## config.mk

```make
export PLATFORM = sky130hd
export DESIGN_NAME = eac_ext_add_unit
export DESIGN_NICKNAME = d
export VERILOG_FILES = /design/src/pkg/eac_pkg.sv /design/src/eac_ext_add_unit.sv /design/src/eac_adder.sv
export SDC_FILE = /design/constraint.sdc
export NUM_CORES = 1
export LEC_CHECK = 0
export BUFFER_PORTS_ARGS = -buffer_cell sky130_fd_sc_hd__buf_2
export CAP_MARGIN = 0
export CORE_UTILIZATION = 64
export CTS_BUF_LIST = sky130_fd_sc_hd__clkbuf_8
export CTS_CLUSTER_SIZE = 20
export DETAILED_ROUTE_END_ITERATION = 12
export HOLD_SLACK_MARGIN = 0.1
export PLACE_DENSITY = 0.9
export SLEW_MARGIN = 20
export SYNTH_ARGS = -nofsm -noshare
export SYNTH_HDL_FRONTEND = slang
export SYNTH_SLANG_ARGS = --single-unit
```

## constraint.sdc

```tcl
create_clock -name clk -period 9.46 [get_ports clk]
set_clock_uncertainty 0.1 [all_clocks]
set_input_delay 1.892 -clock clk [delete_from_list [all_inputs] [get_ports clk]]
set_output_delay 1.892 -clock clk [all_outputs]
set_load 0.01 [all_outputs]
```

## src/pkg/eac_pkg.sv

```systemverilog
package eac_pkg;

  // ----------------------------------------------------------------
  // bus geometry
  // ----------------------------------------------------------------
  localparam int unsigned DATA_W = 32;
  localparam int unsigned ADDR_W = 8;
  localparam int unsigned IDX_W = 5;
  localparam int unsigned CR_W = 4;

  // ----------------------------------------------------------------
  // register byte offsets
  // ----------------------------------------------------------------
  localparam logic [ADDR_W-1:0] OFF_OPERAND = 8'h00;
  localparam logic [ADDR_W-1:0] OFF_INSTR = 8'h04;
  localparam logic [ADDR_W-1:0] OFF_RESULT = 8'h08;
  localparam logic [ADDR_W-1:0] OFF_XER = 8'h0c;
  localparam logic [ADDR_W-1:0] OFF_CR0 = 8'h10;
  localparam logic [ADDR_W-1:0] OFF_STATUS = 8'h14;

  // ----------------------------------------------------------------
  // instruction word fields, bit 0 of the encoding is our bit 31
  // ----------------------------------------------------------------
  localparam int unsigned OPC_HI = 31;
  localparam int unsigned OPC_LO = 26;
  localparam int unsigned DST_HI = 25;
  localparam int unsigned DST_LO = 21;
  localparam int unsigned SRC_HI = 20;
  localparam int unsigned SRC_LO = 16;
  localparam int unsigned OE_POS = 10;
  localparam int unsigned XO_HI = 9;
  localparam int unsigned XO_LO = 1;
  localparam int unsigned RC_POS = 0;

  localparam logic [5:0] PRIMARY_OP = 6'h1f;
  localparam logic [8:0] XO_ADD_M1 = 9'h0ea;
  localparam logic [8:0] XO_ADD_Z = 9'h0ca;

  // ----------------------------------------------------------------
  // flag positions inside the exception, cr0 and status words
  // ----------------------------------------------------------------
  localparam int unsigned XER_CA = 0;
  localparam int unsigned XER_OV = 1;
  localparam int unsigned XER_SO = 2;
  localparam int unsigned CR_SO = 0;
  localparam int unsigned CR_EQ = 1;
  localparam int unsigned CR_GT = 2;
  localparam int unsigned CR_LT = 3;
  localparam int unsigned ST_ILLEGAL = 0;
  localparam int unsigned ST_DST_LO = 8;
  localparam int unsigned ST_SRC_LO = 16;

  // ----------------------------------------------------------------
  // constant words and reset values
  // ----------------------------------------------------------------
  localparam logic [DATA_W-1:0] WORD_ZERO = 32'h0000_0000;
  localparam logic [DATA_W-1:0] WORD_ONES = 32'hffff_ffff;
  localparam logic [CR_W-1:0] CR_RESET = 4'h0;
  localparam logic [IDX_W-1:0] IDX_RESET = 5'h00;

endpackage

```

## src/eac_ext_add_unit.sv

```systemverilog
// Functional notes
// - add-minus-one (primary 31, extended 234) writes source plus carry plus all ones to dest.
// - add-zero (primary 31, extended 202) writes source plus carry plus zero to dest.
// - both operations always update the carry flag, whatever the overflow and record bits say.
// - overflow enable (bit 21) set updates sticky and wrap flags, clear leaves both alone.
// - record bit (bit 31) set writes negative, positive, zero and sticky copy into cr0.
// - when recording, the sticky flag value is copied into the summary position of cr0.
`timescale 1ns/1ns
module eac_ext_add_unit (
  input wire logic clk,
  input wire logic rst_n,
  input wire logic psel,
  input wire logic penable,
  input wire logic pwrite,
  input wire logic [eac_pkg::ADDR_W-1:0] paddr,
  input wire logic [eac_pkg::DATA_W-1:0] pwdata,
  output logic [eac_pkg::DATA_W-1:0] prdata,
  output logic pready,
  output logic pslverr,
  output logic rfWrEn,
  output logic [eac_pkg::IDX_W-1:0] rfWrAddr,
  output logic [eac_pkg::DATA_W-1:0] rfWrData,
  output logic coutFlag,
  output logic wrapFlag,
  output logic stickyFlag,
  output logic [eac_pkg::CR_W-1:0] cr0Field
);
  import eac_pkg::*;

  // ----------------------------------------------------------------
  // decode helpers
  // ----------------------------------------------------------------
  function automatic logic isMapped(input logic [ADDR_W-1:0] a);
    return (a == OFF_OPERAND) || (a == OFF_INSTR) || (a == OFF_RESULT) ||
           (a == OFF_XER) || (a == OFF_CR0) || (a == OFF_STATUS);
  endfunction

  // bits 16-20 are not looked at, any value there is accepted
  function automatic logic opValid(input logic [DATA_W-1:0] w);
    return (w[OPC_HI:OPC_LO] == PRIMARY_OP) &&
           ((w[XO_HI:XO_LO] == XO_ADD_M1) || (w[XO_HI:XO_LO] == XO_ADD_Z));
  endfunction

  function automatic logic opMinus(input logic [DATA_W-1:0] w);
    return w[XO_HI:XO_LO] == XO_ADD_M1;
  endfunction

  // reference sum for checks, carry in the top bit
  function automatic logic [DATA_W:0] refSum(input logic [DATA_W-1:0] a, input logic c,
                                             input logic m);
    return {1'b0, a} + {{DATA_W{1'b0}}, c} + {1'b0, (m ? WORD_ONES : WORD_ZERO)};
  endfunction

  // ----------------------------------------------------------------
  // state
  // ----------------------------------------------------------------
  logic [DATA_W-1:0] operandR, operandNxt;
  logic [DATA_W-1:0] instrR, instrNxt;
  logic [DATA_W-1:0] resultR, resultNxt;
  logic [DATA_W-1:0] prdataR, prdataNxt;
  logic preadyR, preadyNxt;
  logic pslverrR, pslverrNxt;
  logic coutR, coutNxt;
  logic wrapR, wrapNxt;
  logic stickyR, stickyNxt;
  logic [CR_W-1:0] cr0R, cr0Nxt;
  logic illegalR, illegalNxt;
  logic rfWrEnR, rfWrEnNxt;
  logic [IDX_W-1:0] rfWrAddrR, rfWrAddrNxt;
  logic [DATA_W-1:0] rfWrDataR, rfWrDataNxt;

  logic setupPh;
  logic accessDone;
  logic wrAccess;
  logic execGo;
  logic xerWrite;
  logic [DATA_W-1:0] addSum;
  logic addCarry;
  logic addWrap;

  // ----------------------------------------------------------------
  // bus phase decode
  // ----------------------------------------------------------------
  assign setupPh = psel && !penable;
  assign accessDone = psel && penable && preadyR;
  assign wrAccess = accessDone && pwrite;
  assign execGo = wrAccess && (paddr == OFF_INSTR);
  assign xerWrite = wrAccess && (paddr == OFF_XER);

  // ----------------------------------------------------------------
  // adder, its minus-one select fed straight from the word being written; operand and carry come from the registers
  // ----------------------------------------------------------------
  eac_adder uAdder (
    .opA(operandR),
    .carryIn(coutR),
    .minusOne(opMinus(pwdata)),
    .sum(addSum),
    .carryOut(addCarry),
    .wrapOut(addWrap)
  );

  // ----------------------------------------------------------------
  // next state
  // ----------------------------------------------------------------
  // read data is captured in setup so prdata leaves a flop; pready is high in the
  // first access cycle, so no wait state is added and every output stays registered
  always_comb begin
    operandNxt = operandR;
    instrNxt = instrR;
    resultNxt = resultR;
    prdataNxt = prdataR;
    preadyNxt = 1'b0;
    pslverrNxt = pslverrR;
    coutNxt = coutR;
    wrapNxt = wrapR;
    stickyNxt = stickyR;
    cr0Nxt = cr0R;
    illegalNxt = illegalR;
    rfWrEnNxt = 1'b0;
    rfWrAddrNxt = rfWrAddrR;
    rfWrDataNxt = rfWrDataR;
    if (setupPh) begin
      preadyNxt = 1'b1;
      pslverrNxt = !isMapped(paddr);
      prdataNxt = WORD_ZERO;
      if (!pwrite) begin
        case (paddr)
          OFF_OPERAND: prdataNxt = operandR;
          OFF_INSTR: prdataNxt = instrR;
          OFF_RESULT: prdataNxt = resultR;
          OFF_XER: begin
            prdataNxt[XER_CA] = coutR;
            prdataNxt[XER_OV] = wrapR;
            prdataNxt[XER_SO] = stickyR;
          end
          OFF_CR0: prdataNxt[CR_W-1:0] = cr0R;
          OFF_STATUS: begin
            prdataNxt[ST_ILLEGAL] = illegalR;
            prdataNxt[ST_DST_LO +: IDX_W] = instrR[DST_HI:DST_LO];
            prdataNxt[ST_SRC_LO +: IDX_W] = instrR[SRC_HI:SRC_LO];
          end
          default: prdataNxt = WORD_ZERO;
        endcase
      end
    end
    // software write of the flags; a wrap written as one also sets sticky
    if (xerWrite) begin
      coutNxt = pwdata[XER_CA];
      wrapNxt = pwdata[XER_OV];
      stickyNxt = pwdata[XER_SO] || pwdata[XER_OV];
    end
    if (wrAccess && (paddr == OFF_OPERAND)) begin
      operandNxt = pwdata;
    end
    // execute on the instruction write itself
    if (execGo) begin
      instrNxt = pwdata;
      if (opValid(pwdata)) begin
        illegalNxt = 1'b0;
        resultNxt = addSum;
        rfWrEnNxt = 1'b1;
        rfWrAddrNxt = pwdata[DST_HI:DST_LO];
        rfWrDataNxt = addSum;
        coutNxt = addCarry;
        if (pwdata[OE_POS]) begin
          wrapNxt = addWrap;
          stickyNxt = stickyR || addWrap;
        end
        if (pwdata[RC_POS]) begin
          cr0Nxt[CR_LT] = addSum[DATA_W-1];
          cr0Nxt[CR_GT] = !addSum[DATA_W-1] && (addSum != WORD_ZERO);
          cr0Nxt[CR_EQ] = addSum == WORD_ZERO;
          cr0Nxt[CR_SO] = stickyNxt;
        end
      end else begin
        // unknown encodings set the illegal flag and leave every other flag and the result alone
        illegalNxt = 1'b1;
      end
    end
  end

  // ----------------------------------------------------------------
  // registers
  // ----------------------------------------------------------------
  always_ff @(posedge clk) begin
    if (!rst_n) begin
      operandR <= WORD_ZERO;
      instrR <= WORD_ZERO;
      resultR <= WORD_ZERO;
      prdataR <= WORD_ZERO;
      preadyR <= 1'b0;
      pslverrR <= 1'b0;
      coutR <= 1'b0;
      wrapR <= 1'b0;
      stickyR <= 1'b0;
      cr0R <= CR_RESET;
      illegalR <= 1'b0;
      rfWrEnR <= 1'b0;
      rfWrAddrR <= IDX_RESET;
      rfWrDataR <= WORD_ZERO;
    end else begin
      operandR <= operandNxt;
      instrR <= instrNxt;
      resultR <= resultNxt;
      prdataR <= prdataNxt;
      preadyR <= preadyNxt;
      pslverrR <= pslverrNxt;
      coutR <= coutNxt;
      wrapR <= wrapNxt;
      stickyR <= stickyNxt;
      cr0R <= cr0Nxt;
      illegalR <= illegalNxt;
      rfWrEnR <= rfWrEnNxt;
      rfWrAddrR <= rfWrAddrNxt;
      rfWrDataR <= rfWrDataNxt;
    end
  end

  // ----------------------------------------------------------------
  // outputs
  // ----------------------------------------------------------------
  assign prdata = prdataR;
  assign pready = preadyR;
  assign pslverr = pslverrR;
  assign rfWrEn = rfWrEnR;
  assign rfWrAddr = rfWrAddrR;
  assign rfWrData = rfWrDataR;
  assign coutFlag = coutR;
  assign wrapFlag = wrapR;
  assign stickyFlag = stickyR;
  assign cr0Field = cr0R;
endmodule // eac_ext_add_unit

```

## src/eac_adder.sv

```systemverilog
`timescale 1ns/1ns
module eac_adder (
  input wire logic [eac_pkg::DATA_W-1:0] opA,
  input wire logic carryIn,
  input wire logic minusOne,
  output logic [eac_pkg::DATA_W-1:0] sum,
  output logic carryOut,
  output logic wrapOut
);
  import eac_pkg::*;

  logic [DATA_W-1:0] opB;
  logic [DATA_W:0] wide;

  // ----------------------------------------------------------------
  // three input add: operand, carry in, all ones or zero
  // ----------------------------------------------------------------
  always_comb begin
    opB = minusOne ? WORD_ONES : WORD_ZERO;
    wide = {1'b0, opA} + {1'b0, opB} + {{DATA_W{1'b0}}, carryIn};
    sum = wide[DATA_W-1:0];
    carryOut = wide[DATA_W];
    // signed wrap: like signs in, other sign out
    wrapOut = (opA[DATA_W-1] == opB[DATA_W-1]) && (sum[DATA_W-1] != opA[DATA_W-1]);
  end

endmodule // eac_adder

```

Word-level counts from Yosys, hierarchy flattened --
Index checks and enable logic that the tools add are counted.
Operators by class: add/subtract/negate cells 2, $mul 0, div/mod/pow operators 0, magnitude comparators 0, equality and inequality tests 10, shift-type cells 0, multiplexer cells 24, bitwise operators 0, reductions and logical operators 28
Operators by type and width (count):
- two-way mux 32 bit | 2
- adder 32 x 32 -> 33 bit | 1
- adder 33 x 1 -> 33 bit | 1
- case mux 11 bit (3 select lines) | 1
- zero test 32 bit | 1
- nonzero test 32 bit | 1
- case mux 5 bit (4 select lines) | 1
- == test 9 x 8 -> 1 bit (second input constant) | 2
- == test 8 x 4 -> 1 bit (second input constant) | 2
- == test 8 x 5 -> 1 bit (second input constant) | 2
- case mux 5 bit (3 select lines) | 1
- two-way mux 1 bit | 14
- case mux 4 bit (3 select lines) | 1
- logical AND 1 bit | 10
- case mux 2 bit (5 select lines) | 1
- case mux 3 bit (3 select lines) | 1
- == test 8 x 3 -> 1 bit (second input constant) | 1
- zero test 8 bit | 1
- logical OR 1 bit | 8
- == test 6 x 5 -> 1 bit (second input constant) | 1
- case mux 1 bit (6 select lines) | 1
- case mux 1 bit (4 select lines) | 1
- AND reduction 2 bit | 2
- zero test 1 bit | 3
- other kinds (4) | 4
Word-level totals: flip-flop bits (word level) 144, bits in latches 0, RAM bits 0, memory bits (read-only) 0, output and inout port bits 79, logic and storage cells 77, memories 0

Logic depth before layout (Yosys ltp) --
word-level depth 10, mapped depth 15, gate-level depth less buffers 15

Hierarchy --
Synthesis repeated with hierarchy kept, for this count alone.
Second synthesis, totals: cells, all modules 974, area, all modules 7574.8 um^2
By module, submodules not included:
- eac_ext_add_unit | instances 1, cells an instance 734, area each 5884.4 um^2, seq. area each 2882.8 um^2
- eac_adder | instances 1, cells an instance 240, area each 1690.4 um^2, seq. area each 0.0 um^2

Worst setup path after synthesis --
No wires, ideal clock.
path type input-to-reg, start point input port pwdata[5] (netlist name), end point register cr0R[1] (netlist: cr0Field[1]), library setup time 0.069 ns, arrival time 5.514 ns, data required time 9.291 ns, slack 3.777 ns, stages 14, cell sequence nor4bb_1 > nand3_1 > inv_1 > ha_1 > nor2_1 > a211oi_1 > nor2_1 > o41ai_1 > a31oi_1 > a31oi_1 > a211oi_1 > xnor2_1 > or4_1 > o21ai_1
Between the ends: cells in the longest elaborated chain, start to end 5, elaborated cells on any way between the ends 9, classes of those cells 2 x add/sub; 2 x eq/ne; 1 x mux; 4 x reduce/logical
RTL lines:
- from (decl) | RTL line eac_ext_add_unit.sv:16 | input wire logic [eac_pkg::DATA_W-1:0] pwdata,
- == test 9 x 8 -> 1 bit | RTL line eac_ext_add_unit.sv:41, eac_ext_add_unit.sv:45
- two-way mux 32 bit | RTL line eac_adder.sv:19 | opB = minusOne ? WORD_ONES : WORD_ZERO;
- adder 32 x 32 -> 33 bit | RTL line eac_adder.sv:20 | wide = {1'b0, opA} + {1'b0, opB} + {{DATA_W{1'b0}}, carryIn};
- adder 33 x 1 -> 33 bit | RTL line eac_adder.sv:20
- zero test 32 bit | RTL line eac_ext_add_unit.sv:172 | cr0Nxt[CR_EQ] = addSum == WORD_ZERO;
- to (signal assigned) | RTL line eac_ext_add_unit.sv:211 | cr0R <= cr0Nxt;
- to (decl) | RTL line eac_ext_add_unit.sv:66 | logic [CR_W-1:0] cr0R, cr0Nxt;
Parallel ways exist; a longest one is shown, timed or not. A chain may end at the register's enable or synchronous reset.

Worst setup path in the final report --
start point input port pwdata[8] (netlist name), end point register cr0R[1] (netlist: cr0Field[1])
Same word-level chain as after synthesis.

==> flow_summary.yaml <==
die:
  initial_core_util_pct: 66.4
  fp.dieH_um: 114
  num_rows: 40
  io_pins: 124
  die_area_um2: 13000
  core_area_um2: 12100
  die_w_um: 114
power_and_ir_drop:
  power_mw: 1.14
  clkPwrFrac_pct: 42.9
  seqPwrFrac_pct: 53.2
  p_leak_nw: 3.68
  p_per_area_nw_per_um2: 126
  ir_drop_uv: 143
  p_comb_share_pct: 3.9
  switching_share_pct: 23.2
  switchingPower_uw: 264
  p_int_uw: 876
clock_tree:
  ctsHoldBuffers: 0
  numCtsBuffers: 17
  cts_resized: 0
  cts.clk_slew.worst_paths_ns: 0.08
  root_buffer: "clkbuf_8"
  clk_latency_ns: 0.45
  cts_buffer_depth: 2
  cts_max_level: 4
  postCtsSetupRepairBufs: 0
  cts.sinks: 144
  tritoncts: "done"
global_route:
  grt_antenna_before_repair: 0
  grt_use_total_pct: 37.7
  grt_pass1_wl_mm: 38.1
  overflow: 0
  grt_pass1_vias: 7448
  grt_max_degree: 89
layout:
  diodes: 0
  regArea_um2: 2880
  postLayoutCoreUtil_pct: 74.9
  stdcell_count: 1265
  drive_above_1_share_pct: 17.8
  nets: 1163
  finalInstanceArea_um2: 9070
  multi_input_area_um2: 4860
  syn2layout_area_growth_pct: 12.8
  fillCellCount: 961
place:
  place_hpwl_mm: 17.3
  dp_slack_ns: 2.67
  io_buffers: 123
  placed_cells: 1234
  gp_congestion: 0.966
  dpl_cell_area_um2: 8680
worst_setup_path:
  cpPeakStageDelay_ns: 0.57
  startpoint_type: "input pin"
  cp_num_buf_inv: 2
  crit_chain: "buf_2 -> nor4bb_1 -> nand3_1 -> inv_2 -> ha_1 -> nor2_1 -> a211oi_1 -> nor2_1 -> o41ai_1 -> a31oi_1 -> a31oi_1 -> a211oi_1 -> xnor2_1 -> or4_1 -> o21ai_1"
  critPathMaxFanout: 32
  end_kind: "flop"
  crit_required_ns: 9.74
  crit_family: "compound AO/OA/AOI/OAI gates"
  critical_path_class: "input pin to flop"
  slowest_stage: "nor4bb_1"
  arrival_ns: 6.32
sta:
  layout_setup_ws_ns: 3.41
  slew_headroom_pct: 24.1
  period_needed_ns: 6.05
  holdWs_ns: 0.365
  setup_violations: 0
  rsz0062_at_grt: "false"
  tightest_slew_ns: 1.13
  slew_viol_final: 0
  timing.fmax_ghz: 0.165
  tns_ns: 0
  post-route-period-util_pct: 63.9
  hold_violations: 0
synth:
  synth_edf_count: 0
  synth.most_common_cell: "nand2_1"
  synthArstFlopShare_pct: 0
  synth-seq-area-share_pct: 35.8
  yosys_warnings: 0
  synth_top_area_share_pct: 35.8
  ys_top_cells_by_area: "dfxtp_1 (36%), nand2_1 (11%), a21boi_0 (8.1%), ha_1 (4.8%), o21ai_0 (3.2%)"
  synth_nets: 1076
  ys_ff_latch: 144
  yosysUniqueCellTypes: 74
  syn_inst: 998
  dominantRegCellSynth: "dfxtp_1"
  yosys-top-cells-count: "nand2_1 (246), dfxtp_1 (144), a21boi_0 (87), clkbuf_1 (52), o21ai_0 (52)"
  yosys.area.top_type: "dfxtp_1"
  avgSynthCellArea_um2: 8.06
  synth.cell_area_um2: 8040
drt:
  drt-total-wl_mm: 24.1
  num_vias: 7928
  drt_iter0_markers: 995
  ant_nets: 0
  viasPerCell: 6.27
  wl_per_cell_um: 19.1
  dr.pass1.iters: 6
  drc_errors: 0
flow_run:
  drv_cap: 0
min_path:
  hold_class: "flop to flop"
status:
  run_status: "completed"
worst paths after layout:
check,endpoint,depth (start not counted),from,slack (ns)
worst max-delay path,cr0Field[1],15,pwdata[8],3.41
worst min-delay path,instrR[12],2,instrR[12],0.37
worst max register to register,cr0Field[1],14,coutFlag,5.60
worst min register to register,instrR[12],2,instrR[12],0.37
worst register-to-register path, cell delays in order (launching register included):
cell	delay (ns)
dfxtp_1	0.36
inv_1	0.11
fa_1	0.45
inv_1	0.08
fa_1	0.21
a211oi_2	0.11
o21ai_1	0.27
nand4_1	0.22
a2111oi_0	0.56
nor2_1	0.11
xnor2_1	0.17
nor4_2	0.22
o2111ai_1	0.17
or4_1	0.50
o21ai_1	0.13
layout make-up:
type	count	share of cell area, %
inverter	10	0.414
clock buffer	20	3.03
multi-input combinational	779	53.6
timing repair buffer	133	7.64
tap	168	2.32
sequential	144	31.8
clock inverter	11	1.27
cells in the final DEF (no fill, tap or decap), types with 18 or more instances in the layout:
cell type  instances
a21boi_0          87
a21oi_1           34
a222oi_1          18
a22oi_1           18
and2_1            29
buf_2            122
clkbuf_8          20
dfxtp_1          144
ha_1              31
mux2i_1           18
nand2_1          246
nand3_1           19
nor2_1            44
nor2b_1           18
o21ai_0           52
logic make-up after synthesis:
family	count (synthesis)	synth area share (%)
and+or+nand+nor	412	23.3
adders and majority gates	33	5.32
xor gates and xnor gates	28	3.05
muxes	19	2.38
AOI/OAI and AO/OA	287	26.1
DFF	144	35.8
buffers and inverters	75	3.97
registers in the layout, indices dropped and copies added, names as in the netlist:
name / cells
rfWrData: 32
illegalR: 1
pslverr: 1
prdata: 32
coutFlag: 1
stickyFlag: 1
rfWrAddr: 5
rfWrEn: 1
wrapFlag: 1
operandR: 32
instrR: 32
pready: 1
cr0Field: 4
power by group through the flow:
stage               Clock [mW]  Sequential, mW  Combinational (mW)
floorplan                    0           0.621              0.0244
global placement             0           0.620              0.0431
detailed placement           0           0.620              0.0435
CTS                      0.489           0.606              0.0438
global route             0.518           0.606              0.0476
finish                   0.489           0.606              0.0449
layer usage:
metal | global-route usage, % | wire, um | vias up
li1 | - | - | 3701
met5 | 0 | 0 | -
met1 | 49.3 | 9820 | 3677
met3 | 7.41 | 2250 | 79
met2 | 60.1 | 11200 | 471
met4 | 17.1 | 924 | 0
(Power assumes the default switching activity.)
